$ cat src/tsmf_pkg.sv
// constants shared by the temperature sensor mode and format block
package tsmf_pkg;
  // register addresses
  localparam logic [7:0] ADDR_STATUS = 8'h00;
  localparam logic [7:0] ADDR_CFG    = 8'h01;
  localparam logic [7:0] ADDR_TEMP   = 8'h02;
  localparam logic [7:0] ADDR_ID     = 8'h03;
  localparam logic [7:0] ADDR_CRIT   = 8'h04;
  localparam logic [7:0] ADDR_HYST   = 8'h05;
  localparam logic [7:0] ADDR_HIGH   = 8'h06;
  localparam logic [7:0] ADDR_LOW    = 8'h07;
  // configuration field positions
  localparam int CFG_FQ_LSB  = 0;
  localparam int CFG_CRIT_POL = 2;
  localparam int CFG_LIM_POL = 3;
  localparam int CFG_IRQ     = 4;
  localparam int CFG_OP_LSB  = 5;
  localparam int CFG_RES16   = 7;
  // status field positions
  localparam int ST_LOW_BIT  = 4;
  localparam int ST_HIGH_BIT = 5;
  localparam int ST_CRIT_BIT = 6;
  localparam int ST_RDY_BIT  = 7;
  // operation modes
  localparam logic [1:0] OP_CONT    = 2'h0;
  localparam logic [1:0] OP_ONESHOT = 2'h1;
  localparam logic [1:0] OP_SPS     = 2'h2;
  localparam logic [1:0] OP_SHUT    = 2'h3;
  // values after reset
  localparam logic [7:0]  CFG_RST  = 8'h00;
  localparam logic [15:0] TEMP_RST = 16'h0000;
  localparam logic [15:0] CRIT_RST = 16'h4980;
  localparam logic [7:0]  HYST_RST = 8'h05;
  localparam logic [15:0] HIGH_RST = 16'h2000;
  localparam logic [15:0] LOW_RST  = 16'h0500;
  // timing
  localparam int unsigned CLK_HZ      = 100_000_000;
  localparam int unsigned CYC_PER_MS  = CLK_HZ / 1000;
  localparam int unsigned CONV_MS     = 240;
  localparam int unsigned SPS_CONV_MS = 60;
  localparam int unsigned SPS_IDLE_MS = 940;
  localparam int unsigned WAKE_MS     = 1;
  localparam int unsigned CONV_CYC     = CYC_PER_MS * CONV_MS;
  localparam int unsigned SPS_CONV_CYC = CYC_PER_MS * SPS_CONV_MS;
  localparam int unsigned SPS_IDLE_CYC = CYC_PER_MS * SPS_IDLE_MS;
  localparam int unsigned WAKE_CYC     = CYC_PER_MS * WAKE_MS;
  localparam logic [2:0] FCNT_MAX = 3'h4;
  // sequencer states
  typedef enum logic [1:0] {ST_WAKE, ST_CONV, ST_IDLE, ST_SHUT} tsmf_state_e;
endpackage

$ cat src/tsmf_timer.sv
// down-counting interval timer with a done pulse
`timescale 1ns/10ps
module tsmf_timer #(
  parameter int W = 32
) (
  input  wire logic         core_clk,
  input  wire logic         reset_n,
  input  wire logic         start,
  input  wire logic [W-1:0] load,
  output logic              busy,
  output logic              done
);
  logic [W-1:0] cnt_ff;
  logic [W-1:0] nxt_cnt;
  logic         done_ff;
  logic         nxt_done;

  // reload on start, otherwise count down and pulse at one
  always_comb begin
    nxt_cnt  = cnt_ff;
    nxt_done = 1'b0;
    if (start) begin
      nxt_cnt = load;
    end else if (cnt_ff != '0) begin
      nxt_cnt = cnt_ff - W'(1);
      nxt_done = (cnt_ff == W'(1));
    end
  end

  always_ff @(posedge core_clk or negedge reset_n) begin
    if (!reset_n) begin
      cnt_ff  <= '0;
      done_ff <= 1'b0;
    end else begin
      cnt_ff  <= nxt_cnt;
      done_ff <= nxt_done;
    end
  end

  assign busy = (cnt_ff != '0);
  assign done = done_ff;
endmodule

$ cat src/tsmf_top.sv
// mode sequencer, fault queue, alarms and result formatting
`timescale 1ns/10ps
module tsmf_top #(
  parameter int unsigned CONV_CYC     = tsmf_pkg::CONV_CYC,
  parameter int unsigned SPS_CONV_CYC = tsmf_pkg::SPS_CONV_CYC,
  parameter int unsigned SPS_IDLE_CYC = tsmf_pkg::SPS_IDLE_CYC,
  parameter int unsigned WAKE_CYC     = tsmf_pkg::WAKE_CYC,
  parameter logic [7:0]  ID_VALUE     = 8'h5a  // arbitrary identity value
) (
  input  wire logic        core_clk,
  input  wire logic        reset_n,
  input  wire logic [15:0] adc_code,
  input  wire logic [7:0]  reg_addr,
  input  wire logic [15:0] reg_wdata,
  input  wire logic        reg_wr,
  input  wire logic        reg_rd,
  output logic      [15:0] reg_rdata,
  output logic             critical_alarm_out,
  output logic             critical_alarm_out_oe,
  output logic             limit_alarm_out,
  output logic             limit_alarm_out_oe
);
  logic [15:0] adc_meta_ff;
  logic [15:0] adc_sync_ff;
  tsmf_pkg::tsmf_state_e state_ff;
  tsmf_pkg::tsmf_state_e nxt_state;
  logic        boot_ff;
  logic        tmr_start;
  logic [31:0] tmr_load;
  logic        tmr_busy;
  logic        tmr_done;
  logic [7:0]  cfg_ff;
  logic [7:0]  nxt_cfg;
  logic [15:0] temp_ff;
  logic [15:0] nxt_temp;
  logic [15:0] critical_limit_ff;
  logic [15:0] nxt_critical_limit;
  logic [7:0]  hysteresis_value_ff;
  logic [7:0]  nxt_hysteresis_value;
  logic [15:0] upper_limit_ff;
  logic [15:0] nxt_upper_limit;
  logic [15:0] lower_limit_ff;
  logic [15:0] nxt_lower_limit;
  logic        flag_crit_ff;
  logic        nxt_flag_crit;
  logic        flag_high_ff;
  logic        nxt_flag_high;
  logic        flag_low_ff;
  logic        nxt_flag_low;
  logic        rdy_n_ff;
  logic        nxt_rdy_n;
  logic [2:0]  fcnt_ff;
  logic [2:0]  nxt_fcnt;
  logic        crit_al_ff;
  logic        nxt_crit_al;
  logic        lim_al_ff;
  logic        nxt_lim_al;
  logic [15:0] rdata_ff;
  logic [15:0] nxt_rdata;
  logic        mode_wr;
  logic [1:0]  new_op;
  logic [1:0]  op;
  logic        irq_mode;
  logic        conv_done;
  logic [15:0] cmp_src;
  logic signed [14:0] t_s;
  logic signed [14:0] crit_s;
  logic signed [14:0] high_s;
  logic signed [14:0] low_s;
  logic signed [14:0] hy_s;
  logic        crit_hit;
  logic        high_hit;
  logic        low_hit;
  logic        fault;
  logic        qualified;
  logic        below_crit;
  logic        within_lim;

  // two-stage synchroniser for the converter word
  always_ff @(posedge core_clk or negedge reset_n) begin
    if (!reset_n) begin
      adc_meta_ff <= 16'h0000;
      adc_sync_ff <= 16'h0000;
    end else begin
      adc_meta_ff <= adc_code;
      adc_sync_ff <= adc_meta_ff;
    end
  end

  assign op       = cfg_ff[tsmf_pkg::CFG_OP_LSB +: 2];
  assign new_op   = reg_wdata[tsmf_pkg::CFG_OP_LSB +: 2];
  assign irq_mode = cfg_ff[tsmf_pkg::CFG_IRQ];
  assign mode_wr  = reg_wr && (reg_addr == tsmf_pkg::ADDR_CFG);
  assign conv_done = tmr_done && (state_ff == tsmf_pkg::ST_CONV) && !mode_wr;

  // limit comparison in 13-bit units, on the new sample or the held result
  assign cmp_src    = conv_done ? adc_sync_ff : temp_ff;
  assign t_s        = 15'($signed(cmp_src[15:3]));
  assign crit_s     = 15'($signed(critical_limit_ff[15:3]));
  assign high_s     = 15'($signed(upper_limit_ff[15:3]));
  assign low_s      = 15'($signed(lower_limit_ff[15:3]));
  assign hy_s       = $signed({3'h0, hysteresis_value_ff, 4'h0}); // whole degrees to lsb
  assign crit_hit   = t_s > crit_s;
  assign high_hit   = t_s > high_s;
  assign low_hit    = t_s < low_s;
  assign fault      = crit_hit || high_hit || low_hit;
  assign qualified  = fault && (fcnt_ff >= {1'b0, cfg_ff[tsmf_pkg::CFG_FQ_LSB +: 2]});
  assign below_crit = t_s < (crit_s - hy_s);
  assign within_lim = (t_s < (high_s - hy_s)) && (t_s > (low_s + hy_s));

  // conversion timer
  tsmf_timer #(
    .W (32)
  ) u_timer (
    .core_clk (core_clk),
    .reset_n  (reset_n),
    .start    (tmr_start),
    .load     (tmr_load),
    .busy     (tmr_busy),
    .done     (tmr_done)
  );

  // operation-mode sequencer
  always_comb begin
    nxt_state = state_ff;
    tmr_start = 1'b0;
    tmr_load  = 32'(CONV_CYC);
    if (mode_wr) begin
      if (new_op == tsmf_pkg::OP_SHUT) begin
        nxt_state = tsmf_pkg::ST_SHUT;
      end else if (state_ff == tsmf_pkg::ST_SHUT) begin
        nxt_state = tsmf_pkg::ST_WAKE;
        tmr_start = 1'b1;
        tmr_load  = 32'(WAKE_CYC);
      end else begin
        nxt_state = tsmf_pkg::ST_CONV;
        tmr_start = 1'b1;
        tmr_load  = (new_op == tsmf_pkg::OP_SPS) ? 32'(SPS_CONV_CYC) : 32'(CONV_CYC);
      end
    end else if (boot_ff) begin                                  // a mode write wins over boot
      tmr_start = 1'b1;
    end else if (tmr_done) begin
      unique case (state_ff)
        tsmf_pkg::ST_WAKE: begin
          nxt_state = tsmf_pkg::ST_CONV;
          tmr_start = 1'b1;
          tmr_load  = (op == tsmf_pkg::OP_SPS) ? 32'(SPS_CONV_CYC) : 32'(CONV_CYC);
        end
        tsmf_pkg::ST_CONV: begin
          if (op == tsmf_pkg::OP_ONESHOT) begin
            nxt_state = tsmf_pkg::ST_SHUT;
          end else if (op == tsmf_pkg::OP_SPS) begin
            nxt_state = tsmf_pkg::ST_IDLE;
            tmr_start = 1'b1;
            tmr_load  = 32'(SPS_IDLE_CYC);
          end else begin
            tmr_start = 1'b1;
          end
        end
        tsmf_pkg::ST_IDLE: begin
          nxt_state = tsmf_pkg::ST_CONV;
          tmr_start = 1'b1;
          tmr_load  = 32'(SPS_CONV_CYC);
        end
        tsmf_pkg::ST_SHUT: begin
          nxt_state = tsmf_pkg::ST_SHUT;
        end
      endcase
    end
  end

  always_ff @(posedge core_clk or negedge reset_n) begin
    if (!reset_n) begin
      state_ff <= tsmf_pkg::ST_CONV;
      boot_ff  <= 1'b1;
    end else begin
      state_ff <= nxt_state;
      boot_ff  <= 1'b0;
    end
  end

  // register file, fault queue, result and alarms
  always_comb begin
    nxt_cfg              = cfg_ff;
    nxt_critical_limit   = critical_limit_ff;
    nxt_hysteresis_value = hysteresis_value_ff;
    nxt_upper_limit      = upper_limit_ff;
    nxt_lower_limit      = lower_limit_ff;
    nxt_temp             = temp_ff;
    nxt_fcnt             = fcnt_ff;
    nxt_crit_al          = crit_al_ff;
    nxt_lim_al           = lim_al_ff;
    if (reg_wr) begin
      unique case (reg_addr)
        tsmf_pkg::ADDR_CFG:  nxt_cfg = reg_wdata[7:0];
        tsmf_pkg::ADDR_CRIT: nxt_critical_limit = reg_wdata;
        tsmf_pkg::ADDR_HYST: nxt_hysteresis_value = reg_wdata[7:0];
        tsmf_pkg::ADDR_HIGH: nxt_upper_limit = reg_wdata;
        tsmf_pkg::ADDR_LOW:  nxt_lower_limit = reg_wdata;
        default: nxt_cfg = cfg_ff;                               // read-only or unmapped
      endcase
    end
    // comparator one-shot: a mode write releases alarms back within hysteresis
    if (mode_wr && !irq_mode && (op == tsmf_pkg::OP_ONESHOT)) begin
      if (below_crit) begin
        nxt_crit_al = 1'b0;
      end
      if (within_lim) begin
        nxt_lim_al = 1'b0;
      end
    end
    // interrupt mode: any register read releases both alarms
    if (irq_mode && reg_rd) begin
      nxt_crit_al = 1'b0;
      nxt_lim_al  = 1'b0;
    end
    if (conv_done) begin
      nxt_temp = adc_sync_ff;
      nxt_fcnt = !fault ? 3'h0 :
                 (fcnt_ff == tsmf_pkg::FCNT_MAX) ? fcnt_ff : 3'(fcnt_ff + 3'h1);
      if (!irq_mode) begin
        if (!crit_hit && below_crit) nxt_crit_al = 1'b0;
        if (!(high_hit || low_hit) && within_lim) nxt_lim_al = 1'b0;
      end
      // a qualified event wins over any clear in the same cycle
      if (qualified && crit_hit) nxt_crit_al = 1'b1;
      if (qualified && (high_hit || low_hit)) nxt_lim_al = 1'b1;
    end
  end

  // status flags: hardware set beats the read or hysteresis clear
  always_comb begin
    logic stat_rd;
    stat_rd       = reg_rd && (reg_addr == tsmf_pkg::ADDR_STATUS);
    nxt_flag_crit = flag_crit_ff && !stat_rd && !(conv_done && below_crit);
    nxt_flag_high = flag_high_ff && !stat_rd && !(conv_done && (t_s < (high_s - hy_s)));
    nxt_flag_low  = flag_low_ff && !stat_rd && !(conv_done && (t_s > (low_s + hy_s)));
    if (conv_done && crit_hit) nxt_flag_crit = 1'b1;
    if (conv_done && high_hit) nxt_flag_high = 1'b1;
    if (conv_done && low_hit) nxt_flag_low = 1'b1;
    nxt_rdy_n = rdy_n_ff;
    if ((reg_rd && (reg_addr == tsmf_pkg::ADDR_TEMP)) ||
        (mode_wr && ((op == tsmf_pkg::OP_ONESHOT) || (op == tsmf_pkg::OP_SPS)))) begin
      nxt_rdy_n = 1'b1;
    end
    if (conv_done) nxt_rdy_n = 1'b0;
  end

  // read data, valid the cycle after the strobe
  always_comb begin
    nxt_rdata = 16'h0000;
    if (reg_rd) begin
      unique case (reg_addr)
        tsmf_pkg::ADDR_STATUS: nxt_rdata = {8'h00, rdy_n_ff, flag_crit_ff, flag_high_ff,
                                            flag_low_ff, 4'h0};
        tsmf_pkg::ADDR_CFG:    nxt_rdata = {8'h00, cfg_ff};
        tsmf_pkg::ADDR_TEMP:   nxt_rdata = cfg_ff[tsmf_pkg::CFG_RES16] ? temp_ff :
                                 {temp_ff[15:3], flag_crit_ff, flag_high_ff, flag_low_ff};
        tsmf_pkg::ADDR_ID:     nxt_rdata = {8'h00, ID_VALUE};
        tsmf_pkg::ADDR_CRIT:   nxt_rdata = critical_limit_ff;
        tsmf_pkg::ADDR_HYST:   nxt_rdata = {8'h00, hysteresis_value_ff};
        tsmf_pkg::ADDR_HIGH:   nxt_rdata = upper_limit_ff;
        tsmf_pkg::ADDR_LOW:    nxt_rdata = lower_limit_ff;
        default:               nxt_rdata = 16'h0000;
      endcase
    end
  end

  always_ff @(posedge core_clk or negedge reset_n) begin
    if (!reset_n) begin
      cfg_ff              <= tsmf_pkg::CFG_RST;
      critical_limit_ff   <= tsmf_pkg::CRIT_RST;
      hysteresis_value_ff <= tsmf_pkg::HYST_RST;
      upper_limit_ff      <= tsmf_pkg::HIGH_RST;
      lower_limit_ff      <= tsmf_pkg::LOW_RST;
      temp_ff             <= tsmf_pkg::TEMP_RST;
      fcnt_ff             <= 3'h0;
      crit_al_ff          <= 1'b0;
      lim_al_ff           <= 1'b0;
      flag_crit_ff        <= 1'b0;
      flag_high_ff        <= 1'b0;
      flag_low_ff         <= 1'b0;
      rdy_n_ff            <= 1'b1;
      rdata_ff            <= 16'h0000;
    end else begin
      cfg_ff              <= nxt_cfg;
      critical_limit_ff   <= nxt_critical_limit;
      hysteresis_value_ff <= nxt_hysteresis_value;
      upper_limit_ff      <= nxt_upper_limit;
      lower_limit_ff      <= nxt_lower_limit;
      temp_ff             <= nxt_temp;
      fcnt_ff             <= nxt_fcnt;
      crit_al_ff          <= nxt_crit_al;
      lim_al_ff           <= nxt_lim_al;
      flag_crit_ff        <= nxt_flag_crit;
      flag_high_ff        <= nxt_flag_high;
      flag_low_ff         <= nxt_flag_low;
      rdy_n_ff            <= nxt_rdy_n;
      rdata_ff            <= nxt_rdata;
    end
  end

  // open-drain pins pull low for a raised alarm when the programmed active level is low, or for a quiet one when it is high
  assign reg_rdata             = rdata_ff;
  assign critical_alarm_out    = 1'b0;
  assign limit_alarm_out       = 1'b0;
  assign critical_alarm_out_oe = crit_al_ff ^ cfg_ff[tsmf_pkg::CFG_CRIT_POL];
  assign limit_alarm_out_oe    = lim_al_ff ^ cfg_ff[tsmf_pkg::CFG_LIM_POL];
endmodule

$ cat config.mk
export PLATFORM = sky130hd
export DESIGN_NAME = tsmf_top
export DESIGN_NICKNAME = d
export VERILOG_FILES = /design/src/tsmf_pkg.sv /design/src/tsmf_timer.sv /design/src/tsmf_top.sv
export SDC_FILE = /design/constraint.sdc
export NUM_CORES = 1
export LEC_CHECK = 0
export ABC_CLOCK_PERIOD_IN_PS = 10600
export BUFFER_PORTS_ARGS = -buffer_cell sky130_fd_sc_hd__clkbuf_2
export CAP_MARGIN = 5
export CORE_MARGIN = 1.5
export CORE_UTILIZATION = 60
export CTS_CLUSTER_SIZE = 12
export DETAILED_ROUTE_END_ITERATION = 7
export PLACE_DENSITY = 0.88
export SYNTH_ARGS = -nofsm -noshare
export SYNTH_HDL_FRONTEND = slang
export SYNTH_SLANG_ARGS = --single-unit
$ cat constraint.sdc
create_clock -name core_clk -period 10.6 [get_ports core_clk]
set_input_delay 2.12 -clock core_clk [delete_from_list [all_inputs] [get_ports core_clk]]
set_output_delay 2.12 -clock core_clk [all_outputs]
set_load 0.1 [all_outputs]
==> impl_metrics.env, run 1 <==
export IMPL_antenna_cells=0
export IMPL_synth_fa_ha_area_share_pct=13.2
export IMPL_max_slew_margin_rel_pct=19.1
export IMPL_port_buffers=61
export IMPL_worstMarginPinSlew_ns=1.21
export IMPL_die_w_um=133
export IMPL_clockRootBuffer="clkbuf_16"
export IMPL_hold_worst_slack_ns=0.349
export IMPL_drt_total_wl_um=27000
export IMPL_cts_buffers=17
export IMPL_max_cap_viol_count=0
export IMPL_slowest_delay_ns=0.82
export IMPL_fin_worst_skew_ns=0.00966
export IMPL_grt_usage_pct=31.9
export IMPL_crit_path_start_kind="primary input"
export IMPL_async_reset_ff_share_pct=100
export IMPL_die_area_um2=17700
export IMPL_cts_tree="built"
export IMPL_grt_max_degree=96
export IMPL_outcome="finished clean"
export IMPL_wire_per_inst_um=20.6
export IMPL_area_delta_synth_final_pct=11.0
export IMPL_antenna_left=0
export IMPL_pre_cts_ws_ns=3.92
export IMPL_cp_required_ns=10.91
export IMPL_leakage_uw=0.00532
export IMPL_clk_path_buf_depth=2
export IMPL_routed_via_count=8281
export IMPL_worstPathArrival_ns=6.61
export IMPL_yosys_top_cells_area="dfrtp_1 40%, ha_1 13%, mux2_2 6.8%"
export IMPL_grt_pass1_wl_um=43400
export IMPL_yosys_area_share_simple_pct=14.2
export IMPL_synth_edf_count=0
export IMPL_synth_top_area_share_pct=39.8
export IMPL_setup_ws_ns=4.30
export IMPL_critPathKind="primary input to register"
export IMPL_grt_pass1_vias=8330
export IMPL_initialDrtViolationCount=895
export IMPL_synth_area_um2=10100
export IMPL_synth_mux_area_share_pct=7.60
export IMPL_cts_sinks=173
export IMPL_ys_warnings_count=0
export IMPL_synth_cell_types=75
export IMPL_post_cts_setup_buffer_count=0
export IMPL_final_max_slew_viol_count=0
export IMPL_final_layout_size_suffix_gt1_share_pct=17.4
export IMPL_multi_input_comb_area_um2=5340
export IMPL_worst_path_max_fanout=26
export IMPL_antenna_found_initial=0
export IMPL_rsz0062_at_grt="false"
export IMPL_coreArea_um2=16500
export IMPL_overflow=0
export IMPL_syn_avg_cell_area_um2=9.97
export IMPL_cts_hold_buf=0
export IMPL_clock_latency_ns=0.44
export IMPL_nets=1224
export IMPL_p_per_area_nw_per_um2=147
export IMPL_fmaxAchievable_ghz=0.159
export IMPL_path_cells="clkbuf_2 -> or4_4 -> or4b_1 -> and3_1 -> buf_4 -> nand2_1 -> nand2_1 -> ha_1 -> a21o_1 -> a2111o_1 -> a221oi_1 -> a21oi_1 -> nor3_1 -> o21ai_0 -> o2bb2ai_1"
export IMPL_viasPerCell=6.33
export IMPL_critical_path_slowest_cell="or4b_1"
export IMPL_worst_path_most_repeated_cell="nand2_1"
export IMPL_synth_xor_area_share_pct=3.38
export IMPL_hold_viol=0
export IMPL_end_kind="register"
export IMPL_syn_inst=1015
export IMPL_finalCritPeriodShare_pct=59.4
export IMPL_dp_hpwl_um=19300
export IMPL_chipHeight_um=133
export IMPL_place_area_um2=10600
export IMPL_finalCriticalPeriod_ns=6.30
export IMPL_seq_area_frac_synth_pct=42.9
export IMPL_drt_pass1_iterations=6
export IMPL_rows=47
export IMPL_yosys_area_top_type="dfrtp_1"
export IMPL_synth_compound_area_share_pct=14.2
export IMPL_ir_worst_vdd_v=0.000140
export IMPL_ios=64
export IMPL_setup_viol=0
export IMPL_initial_utilization_pct=61.2
export IMPL_hold_path_class="register to register"
export IMPL_postLayoutCellArea_um2=11200
export IMPL_n_fill_cell=1209
export IMPL_gp_routability_congestion=0.963
export IMPL_remaining_drc_errors=0
export IMPL_synth_ff_type="dfrtp_1"
export IMPL_cts_resized=0
export IMPL_clk_pin_slew_ns=0.07
export IMPL_synth_seq_cells=173
export IMPL_seq_area_um2=4340
export IMPL_finalSetupTns_ns=0
export IMPL_ctsHtreeMaxLevel=4
export IMPL_synth_top_family_by_area="simple AND/OR/NAND/NOR gates"
## per-layer routing
| layer | track usage, % | part of all wire (%) | wire length [um] | up-vias |
|---|---|---|---|---|
| met5 | 0 | 0 | 0 | - |
| met4 | 16.2 | 4.9 | 1320 | 0 |
| met3 | 7.51 | 8.4 | 2260 | 98 |
| met2 | 50.3 | 46 | 12500 | 445 |
| met1 | 41.2 | 40 | 10900 | 3992 |
| li1 | - | - | - | 3746 |
## final timing paths
check / start / endpoint / slack [ns] / cells after the start
worst max-delay path: reg_addr[5] / fcnt_ff[0] / 4.30 / 15
worst min-delay path: adc_meta_ff[9] / adc_sync_ff[9] / 0.35 / 0
worst max register to register: hysteresis_value_ff[0] / lim_al_ff / 6.29 / 18
worst min register to register: adc_meta_ff[9] / adc_sync_ff[9] / 0.35 / 0
max in group asynchronous: reset_n / u_timer.cnt_ff[29] / 7.28 / 2
min in group asynchronous: reset_n / lower_limit_ff[13] / 1.77 / 1
## synthesized netlist by cell type, types with 3 or more instances
cell type and number:
clkbuf_1 13, a21o_1 11, dfrtp_1 161, a31oi_1 8
buf_4 3, o21a_1 3, nor3_1 18, a32o_1 5
o22a_1 3, fa_1 3, mux2i_1 6, o21bai_1 3
buf_6 3, o21ai_0 49, nor4_1 10, and4_1 4
o2bb2ai_1 4, mux2_2 61, xor2_1 21, dfstp_2 12
o22ai_1 6, o211ai_1 5, nor2b_1 10, nand2b_1 14
buf_2 8, nand4_1 11, a222oi_1 5, inv_1 79
nand3_1 20, or3_1 9, nor2_1 54, nand2_1 119
ha_1 102, a21oi_1 73, a211oi_1 9, o31ai_1 3
and3_1 4, xnor2_1 18, a22oi_1 21
## kinds of logic after synthesis
logic type / count (synthesis)
AO/OA/AOI/OAI: 226
XOR/XNOR: 39
multiplexers: 68
other: 1
buffers and inverters: 107
flip-flops: 173
adder cells (fa/ha/maj): 105
AND/OR/NAND/NOR: 296
## report_power, final
part / internal, uW / switching (uW) / leakage, uW
logic: 109 / 168 / 0.00280
registers: 691 / 30.5 / 0.00222
clock network: 340 / 310 / 0.000300
## area by class of cell
class | instances | share of cell area, %
multi-input cells | 737 | 47.6
flip-flops and latches | 173 | 38.7
clock buffers | 17 | 3.79
repair buffers | 67 | 3.18
inverters | 79 | 2.64
well taps | 220 | 2.45
clock inverters | 15 | 1.69
## state kept, by name (all words and copies together), names as in the netlist, 16 cells and up
register           count
u_timer.cnt_ff        32
lower_limit_ff        16
critical_limit_ff     16
adc_sync_ff           16
upper_limit_ff        16
reg_rdata             16
adc_meta_ff           16
temp_ff               16
## worst max-delay path, delay by kind of cell
family                     cells  cell delay [ns]
buffers and inverters          2             0.31
AOI/OAI and AO/OA              6             1.36
and+or+nand+nor                6             2.41
adders and majority gates      1             0.37
## cells in the final DEF (no fill, tap or decap), types with 5 or more instances in the layout
| cell type | count |
|---|---|
| nor4_1 | 10 |
| xnor2_1 | 18 |
| clkbuf_2 | 60 |
| clkbuf_16 | 17 |
| a22oi_1 | 21 |
| mux2i_1 | 6 |
| or3_1 | 9 |
| nand3_1 | 20 |
| o21ai_0 | 49 |
| a21oi_1 | 73 |
| mux2_2 | 61 |
| o22ai_1 | 6 |
| dfstp_2 | 12 |
| inv_1 | 79 |
| nand4_1 | 11 |
| a211oi_1 | 9 |
| xor2_1 | 21 |
| nor2_1 | 54 |
| nor3_1 | 18 |
| buf_4 | 6 |
| a222oi_1 | 5 |
| dfrtp_1 | 161 |
| a31oi_1 | 8 |
| a32o_1 | 5 |
| nand2_1 | 119 |
| nand2b_1 | 14 |
| nor2b_1 | 10 |
| a21o_1 | 11 |
| o211ai_1 | 5 |
| ha_1 | 102 |
## per-stage QoR
stage,instances,power (uW),utilization (%)
after floorplan,1017,914,-
after global routing,1308,1720,68.0
final,1308,1650,68.0
after CTS,1308,1650,68.0
after detailed placement,1276,1000,64.2
after global placement,1276,992,64.2
Note: power is estimated with default switching activity, not from simulation.
==> run 2: changes to the inputs <==
--- a/config.mk
+++ b/config.mk
@@ -5,7 +5,8 @@
 export SDC_FILE = /design/constraint.sdc
 export NUM_CORES = 1
 export LEC_CHECK = 0
-export ABC_CLOCK_PERIOD_IN_PS = 10600
+export ABC_AREA = 1
+export ABC_CLOCK_PERIOD_IN_PS = 6200
 export BUFFER_PORTS_ARGS = -buffer_cell sky130_fd_sc_hd__clkbuf_2
 export CAP_MARGIN = 5
 export CORE_MARGIN = 1.5
==> constraint.sdc (replaced) <==
create_clock -name core_clk -period 6.2 [get_ports core_clk]
set_input_delay 1.24 -clock core_clk [delete_from_list [all_inputs] [get_ports core_clk]]
set_output_delay 1.24 -clock core_clk [all_outputs]
set_load 0.1 [all_outputs]
==> impl_metrics.env, run 2 <==
export IMPL_clock_latency_ns=0.45
export IMPL_cts_resized=0
export IMPL_worstMarginPinSlew_ns=1.11
export IMPL_syn_avg_cell_area_um2=7.91
export IMPL_setup_viol=0
export IMPL_area_delta_synth_final_pct=10.6
export IMPL_post_place_cells=1614
export IMPL_synth_edf_count=0
export IMPL_finalCriticalPeriod_ns=4.35
export IMPL_timing_rr_start="hysteresis_value_ff[0]"
export IMPL_yosys_top_cells_area="dfrtp_1 38%, ha_1 12%, nand2_1 12%"
export IMPL_fin_worst_skew_ns=0.0128
export IMPL_finalNonFillerCells=1646
export IMPL_max_cap_viol_count=0
export IMPL_comb_power_share_pct=18.6
export IMPL_yosysMostFrequentCell="nand2_1"
export IMPL_synth_top_area_share_pct=37.8
export IMPL_worstSetupStartpoint="reg_addr[5]"
export IMPL_finalSetupTns_ns=0
export IMPL_ctsHtreeMaxLevel=4
export IMPL_wire_per_inst_um=17.7
export IMPL_routed_via_count=9663
export IMPL_cp_required_ns=6.53
export IMPL_worstPathArrival_ns=4.68
export IMPL_dp_hpwl_um=21600
export IMPL_reg2reg_to="lim_al_ff"
export IMPL_initial_utilization_pct=61.6
export IMPL_end_kind="register"
export IMPL_viasPerCell=5.87
export IMPL_grt_pass1_wl_um=46300
export IMPL_clk_pin_slew_ns=0.08
export IMPL_coreArea_um2=17300
export IMPL_port_buffers=61
export IMPL_final_layout_size_suffix_gt1_share_pct=9.99
export IMPL_synth_cell_types=54
export IMPL_syn_inst=1347
export IMPL_antenna_cells=0
export IMPL_cts_buffers=17
export IMPL_initialDrtViolationCount=916
export IMPL_setup_ws_ns=1.85
export IMPL_critPathKind="primary input to register"
export IMPL_slowest_delay_ns=0.45
export IMPL_worst_path_max_fanout=23
export IMPL_worst_path_most_repeated_cell="nand2_1"
export IMPL_ir_worst_vdd_v=0.000218
export IMPL_clk_path_buf_depth=2
export IMPL_ios=64
export IMPL_finalCritPeriodShare_pct=70.1
export IMPL_synth_top_cells_by_count="328 x nand2_1, 185 x inv_1, 161 x dfrtp_1"
export IMPL_die_area_um2=18600
export IMPL_outcome="finished clean"
export IMPL_r2r_slack_ns=2.38
export IMPL_swShare_pct=33.4
export IMPL_cts_hold_buf=0
export IMPL_hold_path_class="register to register"
export IMPL_antenna_found_initial=0
export IMPL_antenna_left=0
export IMPL_yosys_area_top_type="dfrtp_1"
export IMPL_p_per_area_nw_per_um2=244
export IMPL_path_cells="clkbuf_2 -> nor2_1 -> nand2_2 -> nor3_4 -> nand2_2 -> nand2_2 -> inv_1 -> nand2_1 -> nand2_1 -> ha_1 -> a21oi_1 -> o21ai_0 -> nor2_1 -> nand3_1 -> nand2_1 -> nand4_1 -> nand3_1 -> nand2_1"
export IMPL_hold_viol=0
export IMPL_synth_area_um2=10700
export IMPL_p_switching_uw=961
export IMPL_max_slew_margin_rel_pct=25.5
export IMPL_rsz0062_at_grt="false"
export IMPL_largest_register_ffs=32
export IMPL_post_cts_setup_buffer_count=0
export IMPL_drt_pass1_iterations=5
export IMPL_clockRootBuffer="clkbuf_16"
export IMPL_drt_total_wl_um=29100
export IMPL_mostFrequentLayoutCells="328 x nand2_1, 185 x inv_1, 161 x dfrtp_1"
export IMPL_synth_seq_cells=173
export IMPL_synth_ff_type="dfrtp_1"
export IMPL_crit_end="fcnt_ff[0]"
export IMPL_chipHeight_um=136
export IMPL_async_reset_ff_share_pct=100
export IMPL_crit_path_start_kind="primary input"
export IMPL_final_max_slew_viol_count=0
export IMPL_cts_sinks=173
export IMPL_overflow=0
export IMPL_cp_depth=18
export IMPL_cts_tree="built"
export IMPL_fmaxAchievable_ghz=0.230
export IMPL_seq_area_frac_synth_pct=40.8
export IMPL_top_register="u_timer.cnt_ff"
export IMPL_grt_pass1_vias=9211
export IMPL_gp_routability_congestion=0.987
export IMPL_nets=1557
export IMPL_grt_usage_pct=32.5
export IMPL_r2r_cells=22
export IMPL_rows=48
export IMPL_seqPwrFrac_pct=42.5
export IMPL_die_w_um=136
export IMPL_critical_path_slowest_cell="ha_1"
export IMPL_leakage_uw=0.00609
export IMPL_pre_cts_ws_ns=1.52
export IMPL_layout_commonest_cell="nand2_1"
export IMPL_crit_buf_inv=2
export IMPL_ys_warnings_count=0
export IMPL_pwr_share_clk_pct=38.9
export IMPL_cp_top_family="simple AND/OR/NAND/NOR gates"
export IMPL_grt_max_degree=88
export IMPL_intPower_uw=1920
export IMPL_remaining_drc_errors=0
## run 2: through the flow
| step | total power (uW) | hold slack (ns) | cell area (um2) | util (%) |
|---|---|---|---|---|
| after floorplan | 1600 | 0.331 | 10700 | - |
| after global placement | 1740 | 0.332 | 11200 | 64.5 |
| after detailed placement | 1760 | 0.335 | 11200 | 64.5 |
| after CTS | 2870 | 0.352 | 11800 | 68.1 |
| after global routing | 3000 | 0.355 | 11800 | 68.1 |
| final | 2880 | 0.351 | 11800 | 68.1 |
## run 2: worst register-to-register path: stages, from the launching register on
cell and delay (ns):
dfstp_2 0.62, ha_1 0.17, inv_1 0.07, fa_1 0.45, nand3_1 0.13, nand2_1 0.07
nand2_1 0.08, nand2_1 0.08, a21oi_1 0.27, o21bai_1 0.11, nand2_1 0.07, nand2_1 0.06
xor2_1 0.16, ha_1 0.28, nand2_1 0.10, nor4_1 0.35, nand2_1 0.17, nand3_1 0.10
nand2_1 0.10, nor2_1 0.12, nand2_1 0.07, nand2_1 0.05, nand2_1 0.04
## run 2: final cells by class
cell class	instances	area [um2]
clock buffer	17	425
inverter	195	736
tap	225	282
clock inverter	15	206
fill	1342	5510
timing repair buffer	64	334
multi-input combinational	957	5460
sequential	173	4340
## run 2: how the worst min path moves through the flow
stage / startpoint / end / slack (ns) / depth (start not counted)
floorplan: adc_meta_ff[0] / adc_sync_ff[0] / 0.33 / 0
global placement: adc_meta_ff[10] / adc_sync_ff[10] / 0.33 / 0
detailed placement: adc_meta_ff[7] / adc_sync_ff[7] / 0.33 / 0
CTS: adc_meta_ff[7] / adc_sync_ff[7] / 0.35 / 0
global route: adc_meta_ff[10] / adc_sync_ff[10] / 0.36 / 0
finish: adc_meta_ff[10] / adc_sync_ff[10] / 0.35 / 0
## run 2: per-layer routing
layer	share of wire (%)	global-route usage, %	up-vias
met4	6.1	19.4	0
met5	0	0	-
li1	-	-	4520
met3	8.0	7.27	133
met1	39	40.2	4521
met2	47	52.2	489
## run 2: cells by family (layout without fill, tap and decap cells)
logic type      Yosys count  after routing  share of synthesized area (%)
fa+ha+maj               105            105                           12.5
compound gates          235            235                           12.6
simple gates            578            578                           23.1
xor+xnor                 35             35                           2.88
other cells               1              3                         0.0352
buf+inv                 219            291                           8.05
flops                   173            173                           40.8
mux                       1              1                         0.0940
## run 2: power by group through the flow
stage               combinational [uW]  clock, uW  sequential, uW
floorplan                          370          0            1230
global placement                   499          0            1240
detailed placement                 519          0            1240
CTS                                527       1130            1220
global route                       598       1170            1230
finish                             537       1120            1220
